### src/rtl/swap_pkg.sv
package swap_pkg;

  // Bus widths
  localparam int ADDR_W = 20;
  localparam int HI_W   = 4;
  localparam int DATA_W = 16;
  localparam int REG_W  = 8;
  localparam int OFS_W  = 8;

  // Relocatable segments, both placements
  localparam logic [ADDR_W-1:0] BOOT0_LO     = 20'h00000;
  localparam logic [ADDR_W-1:0] BOOT0_HI     = 20'h01fff;
  localparam logic [ADDR_W-1:0] BOOT1_LO     = 20'h02000;
  localparam logic [ADDR_W-1:0] BOOT1_HI     = 20'h03fff;
  localparam logic [ADDR_W-1:0] BOOT0_ALT_LO = 20'h80000;
  localparam logic [ADDR_W-1:0] BOOT0_ALT_HI = 20'h81fff;
  localparam logic [ADDR_W-1:0] BOOT1_ALT_LO = 20'h82000;
  localparam logic [ADDR_W-1:0] BOOT1_ALT_HI = 20'h83fff;
  localparam logic [ADDR_W-1:0] FS0_EXEC_LO  = 20'h00000;
  localparam logic [ADDR_W-1:0] FS0_EXEC_HI  = 20'h03fff;
  localparam logic [ADDR_W-1:0] FS0_ALT_LO   = 20'h80000;
  localparam logic [ADDR_W-1:0] FS0_ALT_HI   = 20'h8ffff;

  // Fixed resources
  localparam logic [ADDR_W-1:0] SRAM_LO = 20'h04000;
  localparam logic [ADDR_W-1:0] SRAM_HI = 20'h05fff;
  localparam logic [ADDR_W-1:0] DISP_LO = 20'h06000;
  localparam logic [ADDR_W-1:0] DISP_HI = 20'h060ff;
  localparam logic [ADDR_W-1:0] REGS_LO = 20'h07000;
  localparam logic [ADDR_W-1:0] REGS_HI = 20'h070ff;

  // Register offsets inside the device register space
  localparam logic [OFS_W-1:0] OFS_PAGE = 8'he0;
  localparam logic [OFS_W-1:0] OFS_VIS  = 8'he2;
  localparam logic [OFS_W-1:0] OFS_ISP  = 8'he4;

  // Field positions
  localparam int EXE_SRC_BIT   = 6;
  localparam int VIS_BOOT_BIT  = 0;
  localparam int VIS_MAIN_BIT  = 1;
  localparam int ISP_EN_BIT    = 0;

  // Reset values
  localparam logic [REG_W-1:0] PAGE_RESET = 8'h00;
  localparam logic [REG_W-1:0] VIS_RESET  = 8'h00;
  localparam logic [REG_W-1:0] ISP_RESET  = 8'h01;

  typedef enum logic [2:0] {
    PH_IDLE  = 3'b000,
    PH_ADDR  = 3'b001,
    PH_FETCH = 3'b010,
    PH_READ  = 3'b011,
    PH_WRITE = 3'b100
  } bus_state_type;

  function automatic logic in_range(input logic [ADDR_W-1:0] a,
                                    input logic [ADDR_W-1:0] lo,
                                    input logic [ADDR_W-1:0] hi);
    in_range = (a >= lo) && (a <= hi);
  endfunction

endpackage

### src/rtl/pin_sample_if.sv
`timescale 1ns/1ns
`default_nettype none
interface pin_sample_if #(parameter int W = 1);
  logic [W-1:0] raw;
  logic [W-1:0] clean;
  modport sampler (input raw, output clean);
  modport user    (output raw, input clean);
endinterface
`default_nettype wire

### src/rtl/boot_memory_swap_decoder.sv
// Overview of operation
// - With the execution-source bit set, main flash segment zero decodes at 0x0 and boot selects leave the map unless BOOT_ALT_EN moves them to 0x80000.
// - With the bit clear, the boot segments decode from 0x0 and main flash segment zero sits high.
// - Main flash segment zero decodes two ranges, one qualified by the bit set and one by it clear; the boot segments do so only with BOOT_ALT_EN set.
// - The execution-source bit is bit six of the segment select register feeding the decode.
// - The host reads and writes the segment select register over its bus.
// - The segment select register resets to zero so execution starts from boot flash.
// - The new map applies from the cycle after the register write completes.
// - Code memory, SRAM, display and register space are decoded on the 16-bit multiplexed bus.
// - During programming the device leaves the host bus and holds the host in reset.
// - The programming port is enabled from reset with no prior configuration.
`timescale 1ns/1ns
`default_nettype none
module boot_memory_swap_decoder #(
  parameter bit BOOT_ALT_EN = 1'b0
) (
  // Clock and reset
  input  wire logic                          ref_clk_in,
  input  wire logic                          rstn_in,
  // Host multiplexed bus
  input  wire logic                          ale_in,
  input  wire logic                          rd_n_in,
  input  wire logic                          wr_n_in,
  input  wire logic                          psen_n_in,
  input  wire logic [swap_pkg::HI_W-1:0]     addr_hi_in,
  input  wire logic [swap_pkg::DATA_W-1:0]   ad_in,
  output logic      [swap_pkg::DATA_W-1:0]   ad_out,
  output logic                               ad_oe_out,
  // Memory and peripheral selects
  output logic                               boot_flash_select_zero_out,
  output logic                               boot_flash_select_one_out,
  output logic                               main_flash_select_zero_out,
  output logic                               sram_select_out,
  output logic                               display_select_out,
  output logic                               device_register_space_out,
  output logic                               exe_src_out,
  // Programming port
  input  wire logic                          isp_request_in,
  output logic                               jtag_port_enable_out,
  output logic                               isp_active_out,
  output logic                               host_reset_out,
  output logic                               host_reset_oe_out
);
  import swap_pkg::*;

  localparam int PIN_W = 5 + HI_W + DATA_W;

  pin_sample_if #(.W(PIN_W)) pins ();

  // Active-high pins pass inverted so the filter's all-ones reset level reads as idle
  assign pins.raw = {~ale_in, rd_n_in, wr_n_in, psen_n_in, ~isp_request_in, addr_hi_in, ad_in};

  pin_sampler #(.W(PIN_W)) u_sampler (
    .clk_in  (ref_clk_in),
    .rstn_in (rstn_in),
    .port    (pins)
  );

  // Filtered pin levels
  wire              ale_c    = ~pins.clean[PIN_W-1];
  wire              rd_n_c   = pins.clean[PIN_W-2];
  wire              wr_n_c   = pins.clean[PIN_W-3];
  wire              psen_n_c = pins.clean[PIN_W-4];
  wire              isp_c    = ~pins.clean[PIN_W-5];
  wire [HI_W-1:0]   hi_c     = pins.clean[DATA_W +: HI_W];
  wire [DATA_W-1:0] ad_c     = pins.clean[DATA_W-1:0];

  bus_state_type     state_q;
  bus_state_type     state_d;
  logic [ADDR_W-1:0] addr_q;
  logic [REG_W-1:0]  wdata_q;
  logic              wr_n_prev_q;
  logic [REG_W-1:0]  page_q;
  logic [REG_W-1:0]  vis_q;
  logic [REG_W-1:0]  isp_ctrl_q;
  logic [DATA_W-1:0] ad_q;
  logic              ad_oe_q;
  logic              boot0_q;
  logic              boot1_q;
  logic              fs0_q;
  logic              sram_q;
  logic              disp_q;
  logic              regs_q;
  logic              host_oe_q;
  logic              swap_pend_q;
  logic              swap_bit_q;

  // Programming only takes the bus while the port is enabled
  wire isp_active = isp_c & isp_ctrl_q[ISP_EN_BIT];

  wire exe = page_q[EXE_SRC_BIT];

  // Address decode
  wire [OFS_W-1:0] ofs      = addr_q[OFS_W-1:0];
  wire             reg_hit  = in_range(addr_q, REGS_LO, REGS_HI);
  wire             sram_hit = in_range(addr_q, SRAM_LO, SRAM_HI);
  wire             disp_hit = in_range(addr_q, DISP_LO, DISP_HI);
  wire             b0_hit   = (in_range(addr_q, BOOT0_LO, BOOT0_HI) & ~exe)
                            | (BOOT_ALT_EN & in_range(addr_q, BOOT0_ALT_LO, BOOT0_ALT_HI)
                               & exe);
  wire             b1_hit   = (in_range(addr_q, BOOT1_LO, BOOT1_HI) & ~exe)
                            | (BOOT_ALT_EN & in_range(addr_q, BOOT1_ALT_LO, BOOT1_ALT_HI)
                               & exe);
  wire             fs0_hit  = (in_range(addr_q, FS0_ALT_LO, FS0_ALT_HI) & ~exe)
                            | (in_range(addr_q, FS0_EXEC_LO, FS0_EXEC_HI) & exe);

  // Cycle kinds
  wire fetch_cyc = (state_q == PH_FETCH);
  wire read_cyc  = (state_q == PH_READ);
  wire write_cyc = (state_q == PH_WRITE);
  wire data_cyc  = read_cyc | write_cyc;
  wire live      = ~isp_active;

  // Flash seen in data space only where the visibility register allows it
  wire boot_ok = fetch_cyc | (data_cyc & vis_q[VIS_BOOT_BIT]);
  wire main_ok = fetch_cyc | (data_cyc & vis_q[VIS_MAIN_BIT]);

  wire boot0_d = live & b0_hit & boot_ok;
  wire boot1_d = live & b1_hit & boot_ok;
  wire fs0_d   = live & fs0_hit & main_ok;
  wire sram_d  = live & data_cyc & sram_hit;
  wire disp_d  = live & data_cyc & disp_hit;
  wire regs_d  = live & data_cyc & reg_hit;

  // Register write lands when the write strobe rises
  wire wr_done  = write_cyc & ~wr_n_prev_q & wr_n_c & live;
  wire page_wr  = wr_done & reg_hit & (ofs == OFS_PAGE);
  wire vis_wr   = wr_done & reg_hit & (ofs == OFS_VIS);
  wire isp_wr   = wr_done & reg_hit & (ofs == OFS_ISP);

  wire [REG_W-1:0] rd_mux = (ofs == OFS_PAGE) ? page_q :
                            (ofs == OFS_VIS)  ? vis_q  :
                            (ofs == OFS_ISP)  ? isp_ctrl_q : '0;

  always_comb begin
    state_d = state_q;
    unique case (state_q)
      PH_IDLE: begin
        if (ale_c) begin
          state_d = PH_ADDR;
        end
      end
      PH_ADDR: begin
        if (!ale_c && !psen_n_c) begin
          state_d = PH_FETCH;
        end else if (!ale_c && !rd_n_c) begin
          state_d = PH_READ;
        end else if (!ale_c && !wr_n_c) begin
          state_d = PH_WRITE;
        end
      end
      PH_FETCH: begin
        if (psen_n_c) begin
          state_d = PH_IDLE;
        end
      end
      PH_READ: begin
        if (rd_n_c) begin
          state_d = PH_IDLE;
        end
      end
      PH_WRITE: begin
        if (wr_n_c) begin
          state_d = PH_IDLE;
        end
      end
      default: begin
        state_d = PH_IDLE;
      end
    endcase
    if (isp_active) begin
      state_d = PH_IDLE;
    end
  end

  always_ff @(posedge ref_clk_in) begin
    if (!rstn_in) begin
      state_q     <= PH_IDLE;
      addr_q      <= '0;
      wdata_q     <= '0;
      wr_n_prev_q <= 1'b1;
    end else begin
      state_q     <= state_d;
      wr_n_prev_q <= wr_n_c;
      if (ale_c) begin
        addr_q <= {hi_c, ad_c};
      end
      if (!wr_n_c) begin
        wdata_q <= ad_c[REG_W-1:0];
      end
    end
  end

  // Software registers; visible the cycle after the write so the next fetch sees the new map
  always_ff @(posedge ref_clk_in) begin
    if (!rstn_in) begin
      page_q     <= PAGE_RESET;
      vis_q      <= VIS_RESET;
      isp_ctrl_q  <= ISP_RESET;
      swap_pend_q <= 1'b0;
      swap_bit_q  <= 1'b0;
    end else begin
      // Marks the first fetch after a segment select write for the remap check
      swap_pend_q <= page_wr | (swap_pend_q & ~fetch_cyc);
      if (page_wr) begin
        page_q     <= wdata_q;
        swap_bit_q <= wdata_q[EXE_SRC_BIT];
      end
      if (vis_wr) begin
        vis_q <= wdata_q;
      end
      if (isp_wr) begin
        isp_ctrl_q <= wdata_q;
      end
    end
  end

  always_ff @(posedge ref_clk_in) begin
    if (!rstn_in) begin
      boot0_q   <= 1'b0;
      boot1_q   <= 1'b0;
      fs0_q     <= 1'b0;
      sram_q    <= 1'b0;
      disp_q    <= 1'b0;
      regs_q    <= 1'b0;
      ad_q      <= '0;
      ad_oe_q   <= 1'b0;
      host_oe_q <= 1'b0;
    end else begin
      boot0_q   <= boot0_d;
      boot1_q   <= boot1_d;
      fs0_q     <= fs0_d;
      sram_q    <= sram_d;
      disp_q    <= disp_d;
      regs_q    <= regs_d;
      ad_q      <= {{(DATA_W-REG_W){1'b0}}, rd_mux};
      ad_oe_q   <= live & read_cyc & reg_hit;
      host_oe_q <= isp_active;
    end
  end

  assign ad_out                     = ad_q;
  assign ad_oe_out                  = ad_oe_q;
  assign boot_flash_select_zero_out = boot0_q;
  assign boot_flash_select_one_out  = boot1_q;
  assign main_flash_select_zero_out = fs0_q;
  assign sram_select_out            = sram_q;
  assign display_select_out         = disp_q;
  assign device_register_space_out  = regs_q;
  assign exe_src_out                = exe;
  assign jtag_port_enable_out       = isp_ctrl_q[ISP_EN_BIT];
  assign isp_active_out             = host_oe_q;
  // Open-drain reset: only ever pulls low, the board pull-up releases it
  assign host_reset_out             = 1'b0;
  assign host_reset_oe_out          = host_oe_q;

  wire fetch_exec = fetch_cyc & live & in_range(addr_q, FS0_EXEC_LO, FS0_EXEC_HI);
  wire fetch_b0   = fetch_cyc & live & in_range(addr_q, BOOT0_LO, BOOT0_HI);
  wire fetch_alt  = fetch_cyc & live & in_range(addr_q, FS0_ALT_LO, FS0_ALT_HI);
endmodule // boot_memory_swap_decoder
`default_nettype wire

### src/rtl/pin_sampler.sv
`timescale 1ns/1ns
`default_nettype none
module pin_sampler #(
  parameter int W = 1
) (
  // Clock and reset
  input wire logic          clk_in,
  input wire logic          rstn_in,
  // Pins in, filtered levels out
  pin_sample_if.sampler     port
);
  logic [W-1:0] s1_q;
  logic [W-1:0] s2_q;
  logic [W-1:0] s3_q;
  logic [W-1:0] clean_q;
  wire  [W-1:0] agree = ~(s2_q ^ s3_q);

  // A bit moves only when the last two stages agree, so one noisy sample is ignored
  always_ff @(posedge clk_in) begin
    if (!rstn_in) begin
      s1_q    <= '1;
      s2_q    <= '1;
      s3_q    <= '1;
      clean_q <= '1;
    end else begin
      s1_q    <= port.raw;
      s2_q    <= s1_q;
      s3_q    <= s2_q;
      clean_q <= (agree & s3_q) | (~agree & clean_q);
    end
  end

  assign port.clean = clean_q;
endmodule // pin_sampler
`default_nettype wire

### config.mk
export PLATFORM = sky130hd
export DESIGN_NAME = boot_memory_swap_decoder
export DESIGN_NICKNAME = d
export VERILOG_FILES = /design/src/rtl/swap_pkg.sv /design/src/rtl/pin_sample_if.sv /design/src/rtl/boot_memory_swap_decoder.sv /design/src/rtl/pin_sampler.sv
export SDC_FILE = /design/constraint.sdc
export NUM_CORES = 1
export LEC_CHECK = 0
export BUFFER_PORTS_ARGS = -buffer_cell sky130_fd_sc_hd__clkbuf_2
export CAP_MARGIN = 20
export CORE_AREA = 2 2 153 118
export DETAILED_ROUTE_END_ITERATION = 8
export DIE_AREA = 0 0 155 120
export HOLD_SLACK_MARGIN = 0.05
export PLACE_DENSITY_LB_ADDON = 0.08
export SYNTH_ARGS = -nofsm -noshare
export SYNTH_HDL_FRONTEND = slang
export SYNTH_SLANG_ARGS = --single-unit
### constraint.sdc
create_clock -name ref_clk_in -period 4.7 [get_ports ref_clk_in]
set_clock_uncertainty 0.15 [all_clocks]
set_input_delay 0.705 -clock ref_clk_in [delete_from_list [all_inputs] [get_ports ref_clk_in]]
set_output_delay 0.705 -clock ref_clk_in [all_outputs]
set_load 0.01 [all_outputs]
==> results of run 1 <==
## Yosys cell counts
cell type	instances	area [um^2]
and3_1	2	12.51
inv_1	3	11.26
or3_2	1	7.510
a211oi_1	1	7.510
a21o_1	1	7.510
nor3b_1	3	22.52
buf_4	10	75.07
nand2b_1	83	519.3
buf_6	1	11.26
or4b_1	1	10.01
a21oi_1	29	145.1
nor4_1	2	12.51
clkbuf_1	24	90.09
nor3_1	4	20.02
buf_2	3	15.01
a32oi_1	2	17.52
dfxtp_1	172	3443
conb_1	1	3.750
nand2_1	43	161.4
or4_4	1	11.26
or4_1	1	7.510
mux2i_1	54	540.5
nand4_1	1	6.260
nor3_4	1	16.27
nor2b_1	11	68.82
buf_1	2	7.510
a2111oi_0	11	96.34
and2_1	2	12.51
nor4b_1	1	8.760
nand4b_1	3	26.28
nand3_1	1	5.000
or2_2	2	12.51
or3_1	3	18.77
nor2_1	69	259.0
o21ai_0	30	150.1
or4b_4	1	13.76
## layout make-up
| class | instances | share of cell area (%) |
|---|---|---|
| Sequential cell | 172 | 50.45 |
| Multi-Input combinational cell | 373 | 32.69 |
| Clock buffer | 21 | 7.039 |
| Tap cell | 220 | 4.033 |
| Timing Repair Buffer | 48 | 3.666 |
| Clock inverter | 11 | 1.961 |
| Inverter | 3 | 0.1650 |
## metrics by stage
stage	worst slack (ps)	hold slack [ps]	total power (W)	utilization (%)
global route	1935	266.3	0.003104	39.72
floorplan	2479	236.3	0.001576	-
detailed placement	1886	243.2	0.001594	36.14
global placement	1917	240.1	0.001592	36.14
finish	2111	256.8	0.002985	39.72
CTS	2151	258.6	0.003031	39.72
## per-layer routing
| layer | GRT usage (%) | wire length, um | share of wire [%] |
|---|---|---|---|
| met1 | 19.75 | 6295 | 55 |
| met2 | 16.64 | 4302 | 38 |
| met3 | 4.009 | 641 | 5.6 |
| met4 | 5.266 | 138 | 1.2 |
| met5 | 0 | 0 | 0 |
## worst register-to-register path: stages, from the launching register on
cell and delay [ps]:
dfxtp_1 410, nor3b_1 550, nand4b_1 320, or4_1 820
mux2i_1 200
## path summary, 6_finish.rpt
path                                        start           endpoint  depth (start not counted)  slack [ps]
worst max-delay path                   state_q[0]      isp_ctrl_q[0]                          4        2110
worst min-delay path            u_sampler.s1_q[5]  u_sampler.s2_q[5]                          1         260
worst max register to register         state_q[0]      isp_ctrl_q[0]                          4        2110
worst min register to register  u_sampler.s1_q[5]  u_sampler.s2_q[5]                          1         260
## logic make-up (layout without fill, tap and decap cells)
| kind of cell | after synthesis | count (layout) |
|---|---|---|
| compound gates | 74 | 74 |
| buf+inv | 43 | 83 |
| flops | 172 | 172 |
| mux | 54 | 54 |
| other cells | 1 | 9 |
| simple gates | 236 | 236 |
## report_power, final
part	switching [W]	total, W	internal (W)
Clock	0.000579	0.00142	0.000846
Combinational	0.0000359	0.0000618	0.0000260
Sequential	0.0000127	0.00150	0.00149
==> impl_metrics.csv, run 1 <==
group,metric,value,unit
setup_path,cp_max_fo,10,
logic_synthesis,synth_sequential_area_ratio,58.82,%
sta,final-hold-violation-count,0,
sta,drv_slew,0,
logic_synthesis,avgSynthCellArea,10.09,um^2
sta,fmax,0.3862,GHz
place,dpl.hpwl,7429,um
final_layout,final_cell_area,6825,um^2
clock_tree,root_buf_cell,"clkbuf_16",
clock_tree,cts_hold_repair.buffers,0,
final_layout,mostFrequentLayoutCells,"dfxtp_1 (172), nand2b_1 (83), nor2_1 (69)",
floorplanning,num_rows,42,
final_layout,multiInputGateArea,2231,um^2
sta,worstMarginPinSlew,841.6,ps
clock_tree,total_clock_buffers_created_by_cts,17,
clock_tree,clock_buffer_depth,2,
worst_hold_path,hp-class,"reg2reg",
sta,relSlewSlack,43.89,%
logic_synthesis,synth_compound_area_share,7.245,%
floorplanning,io_pins,55,
clock_tree,cts-resized-gates,0,
setup_path,path_delay_family,"simple AND/OR/NAND/NOR gates",
final_layout,post_route_cells_drive_above_1_share,13.69,%
place,placement.io_buffers,45,
sta,finalWorstPathRequiredPeriod,2589,ps
clock_tree,htreeDepth,4,
run_status,status,"finished, final reports clean",
detailed_routing,drt-wirelength-per-cell,13.42,um
logic_synthesis,yosys.area_share.adder,0,%
final_layout,final_std_cells_w_o_fill,848,
job,maxCapViolCount,0,
power_and_ir_drop,leakagePower,2.860,nW
logic_synthesis,ys_warn_count,0,
global_route,grt_first_pass_wirelength,18600,um
setup_path,setup.worst_path.class,"reg2reg",
place,post-place-cells,816,
setup_path,slowest_stage,"or4_1",
sta,final-setup-viol-count,0,
global_route,largest_net_degree_at_the_start_of_global_routing,84,
setup_path,cp_data_arrival_time,2730,ps
clock_tree,source_to_sink_clock_delay_at_the_later_pin_of_the_worst_skew_pair,430,ps
power_and_ir_drop,max-vdd-ir-drop,191.9,uV
floorplanning,die-height,120,um
detailed_routing,antenna_violating_nets_post_route,0,
power_and_ir_drop,power.density_cell_area,437.3,nW/um^2
final_layout,num_antenna_cells,0,
floorplanning,design.core.area,17180,um^2
setup_path,timing.critical_path.buf_inv,0,
final_layout,most_common_library_cell_in_the_layout_ignoring_fill_and_taps,"dfxtp_1",
setup_path,critical_path.startpoint_type,"flip-flop",
place,place_area,6211,um^2
setup_path,crit_path_max_incr_delay,820,ps
logic_synthesis,syn_inst,580,
final_layout,layout.area.seq,3443,um^2
setup_path,crit_path_required_time,4840,ps
floorplanning,die_width,155,um
logic_synthesis,dominant_combinational_cell_family_by_area_after_synthesis,"simple AND/OR/NAND/NOR gates",
global_route,first_global_vias,3612,
detailed_routing,via_count,3893,
logic_synthesis,post_synthesis_cell_area,5854,um^2
detailed_routing,drt_wl_total,11380,um
logic_synthesis,synth.ff_latch_count,172,
sta,grt_setup_unrepaired,"no",
logic_synthesis,synth.lib_cells_used.distinct,36,
detailed_routing,initial_drc_count,280,
floorplanning,fp.dieArea,18600,um^2
logic_synthesis,synth_mux_area_share,9.233,%
final_layout,finish.net_count,642,
global_route,grt_antenna_before_repair,0,
clock_tree,cts.reportedPaths.clkPinSlew,60,ps
clock_tree,cts_post_setup_buffers_inserted,0,
detailed_routing,drt_drc_violations_left,0,
global_route,globalRouteOverflowTotal,0,
detailed_routing,drt-vias-per-instance,4.591,
setup_path,end_kind,"flip-flop",
clock_tree,cts_tree,"yes",
sta,setup_total_negative_slack,0,ps
logic_synthesis,post_synth_xor_area_fraction,0,%
global_route,gr-usage-all-layers,13.00,%
setup_path,path_cells,"nor3b_1, nand4b_1, or4_1, mux2i_1",
sta,final.period_utilization,55.09,%
place,globalplace.congestion,0.7251,
final_layout,fill_cell_instance_count_of_the_final_layout,1678,
clock_tree,clock_sinks,172,
final_layout,area_growth_synth_to_finish,16.58,%
detailed_routing,drt_pre_antenna_iters,5,
floorplanning,floorplan.initialDensity,34.07,%
logic_synthesis,synthSimpleGateAreaFrac,21.05,%
No activity file was read; power rests on OpenSTA's default activity.
==> inputs of run 2 (changes only) <==
--- a/config.mk
+++ b/config.mk
@@ -5,11 +5,12 @@
 export SDC_FILE = /design/constraint.sdc
 export NUM_CORES = 1
 export LEC_CHECK = 0
+export ABC_AREA = 1
 export BUFFER_PORTS_ARGS = -buffer_cell sky130_fd_sc_hd__clkbuf_2
 export CAP_MARGIN = 20
-export CORE_AREA = 2 2 153 118
+export CORE_AREA = 2 2 154 119
 export DETAILED_ROUTE_END_ITERATION = 8
-export DIE_AREA = 0 0 155 120
+export DIE_AREA = 0 0 156 121
 export HOLD_SLACK_MARGIN = 0.05
 export PLACE_DENSITY_LB_ADDON = 0.08
 export SYNTH_ARGS = -nofsm -noshare
==> constraint.sdc (replaced) <==
create_clock -name ref_clk_in -period 2.6 [get_ports ref_clk_in]
set_clock_uncertainty 0.15 [all_clocks]
set_input_delay 0.39 -clock ref_clk_in [delete_from_list [all_inputs] [get_ports ref_clk_in]]
set_output_delay 0.39 -clock ref_clk_in [all_outputs]
set_load 0.01 [all_outputs]
==> impl_metrics.csv, run 2 <==
group,metric,value,unit
setup_path,cp_most_frequent_cell,"nand2_1",
global_route,grt_first_pass_wirelength,19420,um
setup_path,crit_path_depth,6,
logic_synthesis,synth_sequential_area_ratio,57.61,%
setup_path,setup.worst_path.class,"reg2reg",
power_and_ir_drop,finalPower,0.005618,W
final_layout,fill_cell_instance_count_of_the_final_layout,1692,
logic_synthesis,synth.lib_cells_used.distinct,27,
detailed_routing,drt_wl_total,11560,um
place,placement.io_buffers,45,
detailed_routing,drt-wirelength-per-cell,11.72,um
sta,setup_total_negative_slack,0,ps
logic_synthesis,ys_warn_count,0,
sta,fmax,0.5844,GHz
logic_synthesis,postSynth.topFlopCell,"dfxtp_1",
clock_tree,cts.reportedPaths.clkPinSlew,70,ps
place,dpl.hpwl,7638,um
detailed_routing,drt_pre_antenna_iters,5,
job,maxCapViolCount,0,
logic_synthesis,post-synth-top-count-cell,"dfxtp_1",
logic_synthesis,synthArstFlopShare,0,%
global_route,globalRouteOverflowTotal,0,
clock_tree,cts-resized-gates,0,
floorplanning,design.core.area,17290,um^2
detailed_routing,antenna_violating_nets_post_route,0,
logic_synthesis,syn_inst,686,
final_layout,num_antenna_cells,0,
logic_synthesis,post_synthesis_cell_area,5977,um^2
setup_path,crit_path_required_time,2810,ps
setup_path,path_cells,"nand4_4, nor2_4, nand3_4, nand2_1, nand2_1, nor2_1",
clock_tree,clock_sinks,172,
setup_path,timing.critical_path.buf_inv,0,
sta,layout_setup_ws,888.7,ps
place,dpl_worst_slack,744.6,ps
setup_path,crit_path_max_incr_delay,390,ps
floorplanning,num_rows,42,
setup_path,regToRegEndpoint,"isp_ctrl_q[7]",
clock_tree,cts_tree,"yes",
worst_hold_path,whs_endpoint,"u_sampler.s2_q[9]",
logic_synthesis,netlist.area_leader.share,57.61,%
sta,drv_slew,0,
clock_tree,htreeDepth,4,
place,globalplace.congestion,0.7209,
global_route,grt_antenna_before_repair,0,
detailed_routing,drt_drc_violations_left,0,
detailed_routing,initial_drc_count,228,
global_route,gr-usage-all-layers,13.24,%
worst_hold_path,worst_hold_startpoint,"u_sampler.s1_q[9]",
sta,relSlewSlack,63.37,%
final_layout,area_growth_synth_to_finish,21.37,%
clock_tree,source_to_sink_clock_delay_at_the_later_pin_of_the_worst_skew_pair,420,ps
setup_path,timing.rr.start,"addr_q[7]",
final_layout,post_route_cells_drive_above_1_share,24.02,%
logic_synthesis,yosys.area.top_type,"dfxtp_1",
detailed_routing,via_count,4322,
sta,final.period_utilization,65.82,%
power_and_ir_drop,max-vdd-ir-drop,445.9,uV
worst_hold_path,hp-class,"reg2reg",
setup_path,cp_data_arrival_time,1920,ps
sta,worstMarginPinSlew,548.7,ps
logic_synthesis,avgSynthCellArea,8.713,um^2
clock_tree,clock_buffer_depth,2,
power_and_ir_drop,leakagePower,3.001,nW
floorplanning,die_width,156,um
sta,final-setup-viol-count,0,
logic_synthesis,synth.top_cells.by_count,"dfxtp_1 (172), nand2_1 (112), nor2_1 (83), or2_2 (73), o21ai_0 (53)",
setup_path,cp_max_fo,15,
global_route,first_global_vias,3982,
logic_synthesis,synth.ff_latch_count,172,
logic_synthesis,synthTopCellsByArea,"dfxtp_1 (58%), or2_2 (7.6%), nand2_1 (7.0%), nor2_1 (5.2%), o21ai_0 (4.4%)",
final_layout,mostFrequentLayoutCells,"dfxtp_1 (172), nand2_1 (112), nor2_1 (83)",
global_route,largest_net_degree_at_the_start_of_global_routing,45,
setup_path,r2r_slack,890,ps
detailed_routing,drt-vias-per-instance,4.383,
run_status,status,"finished, final reports clean",
floorplanning,floorplan.initialDensity,34.57,%
setup_path,critical_path.startpoint_type,"flip-flop",
floorplanning,die-height,121,um
setup_path,path_delay_family,"simple AND/OR/NAND/NOR gates",
clock_tree,root_buf_cell,"clkbuf_16",
logic_synthesis,count_of_flip_flops_with_a_built_in_enable_after_synthesis,0,
setup_path,end_kind,"flip-flop",
final_layout,final_cell_area,7254,um^2
setup_path,slowest_stage,"dfxtp_1",
place,place_area,6364,um^2
worst_hold_path,whs_path_depth,1,
final_layout,most_common_library_cell_in_the_layout_ignoring_fill_and_taps,"dfxtp_1",
sta,finalWorstPathRequiredPeriod,1711,ps
power_and_ir_drop,power.density_cell_area,774.5,nW/um^2
sta,grt_setup_unrepaired,"no",
clock_tree,total_clock_buffers_created_by_cts,17,
sta,final-hold-violation-count,0,
final_layout,fin_util,41.96,%
final_layout,finish.net_count,780,
setup_path,ff2ff_path_depth,6,
floorplanning,io_pins,55,
floorplanning,fp.dieArea,18880,um^2
## run 2: logic make-up (layout without fill, tap and decap cells)
family                 after synthesis  count (layout)  synth area share, %
and+or+nand+nor                    313             313                25.79
DFF                                172             172                57.61
AOI/OAI and AO/OA                  113             113                9.755
buffers and inverters               87             159                6.783
other                                1               9              0.06274
## run 2: area by class of cell
class	count	area, um^2	area share (%)
clock buffers	20	456.7	6.295
clock inverters	12	183.9	2.535
inverters	51	191.4	2.639
multi-input cells	435	2158	29.75
flip-flops and latches	172	3443	47.46
well taps	220	275.3	3.794
repair buffers	76	545.5	7.520
## run 2: report_power, final
part | total, W | internal (W) | switching (W)
clock network | 0.00272 | 0.00167 | 0.00105
registers | 0.00271 | 0.00269 | 0.0000265
logic | 0.000187 | 0.0000958 | 0.0000910
## run 2: layer usage
layer,GRT usage (%),wire length [um],part of all wire (%)
met5,0,0,0
met4,4.989,153,1.3
met1,18.99,6169,53
met2,18.81,4646,40
met3,3.714,590,5.1
## run 2: through the flow
| step | hold WS (ps) | cells |
|---|---|---|
| final | 262.8 | 986 |
| after global routing | 271.2 | 986 |
| after CTS | 265.0 | 986 |
| after detailed placement | 249.9 | 929 |
| after global placement | 245.7 | 929 |
| after floorplan | 242.5 | 694 |
## run 2: worst max path at each step
stage / start / to / slack [ps]
after floorplan: state_q[0] / vis_q[1] / 1160
after global placement: rstn_in / u_sampler.s2_q[7] / 820
after detailed placement: rstn_in / u_sampler.s3_q[12] / 740
after CTS: addr_q[7] / isp_ctrl_q[2] / 870
after global routing: addr_q[3] / page_q[0] / 700
final: addr_q[7] / isp_ctrl_q[7] / 890
## run 2: what timing repair did
action                    4_1_cts  5_1_grt
hold buffers                   25        0
hold endpoints to repair       25        0
setup buffers                   0        0
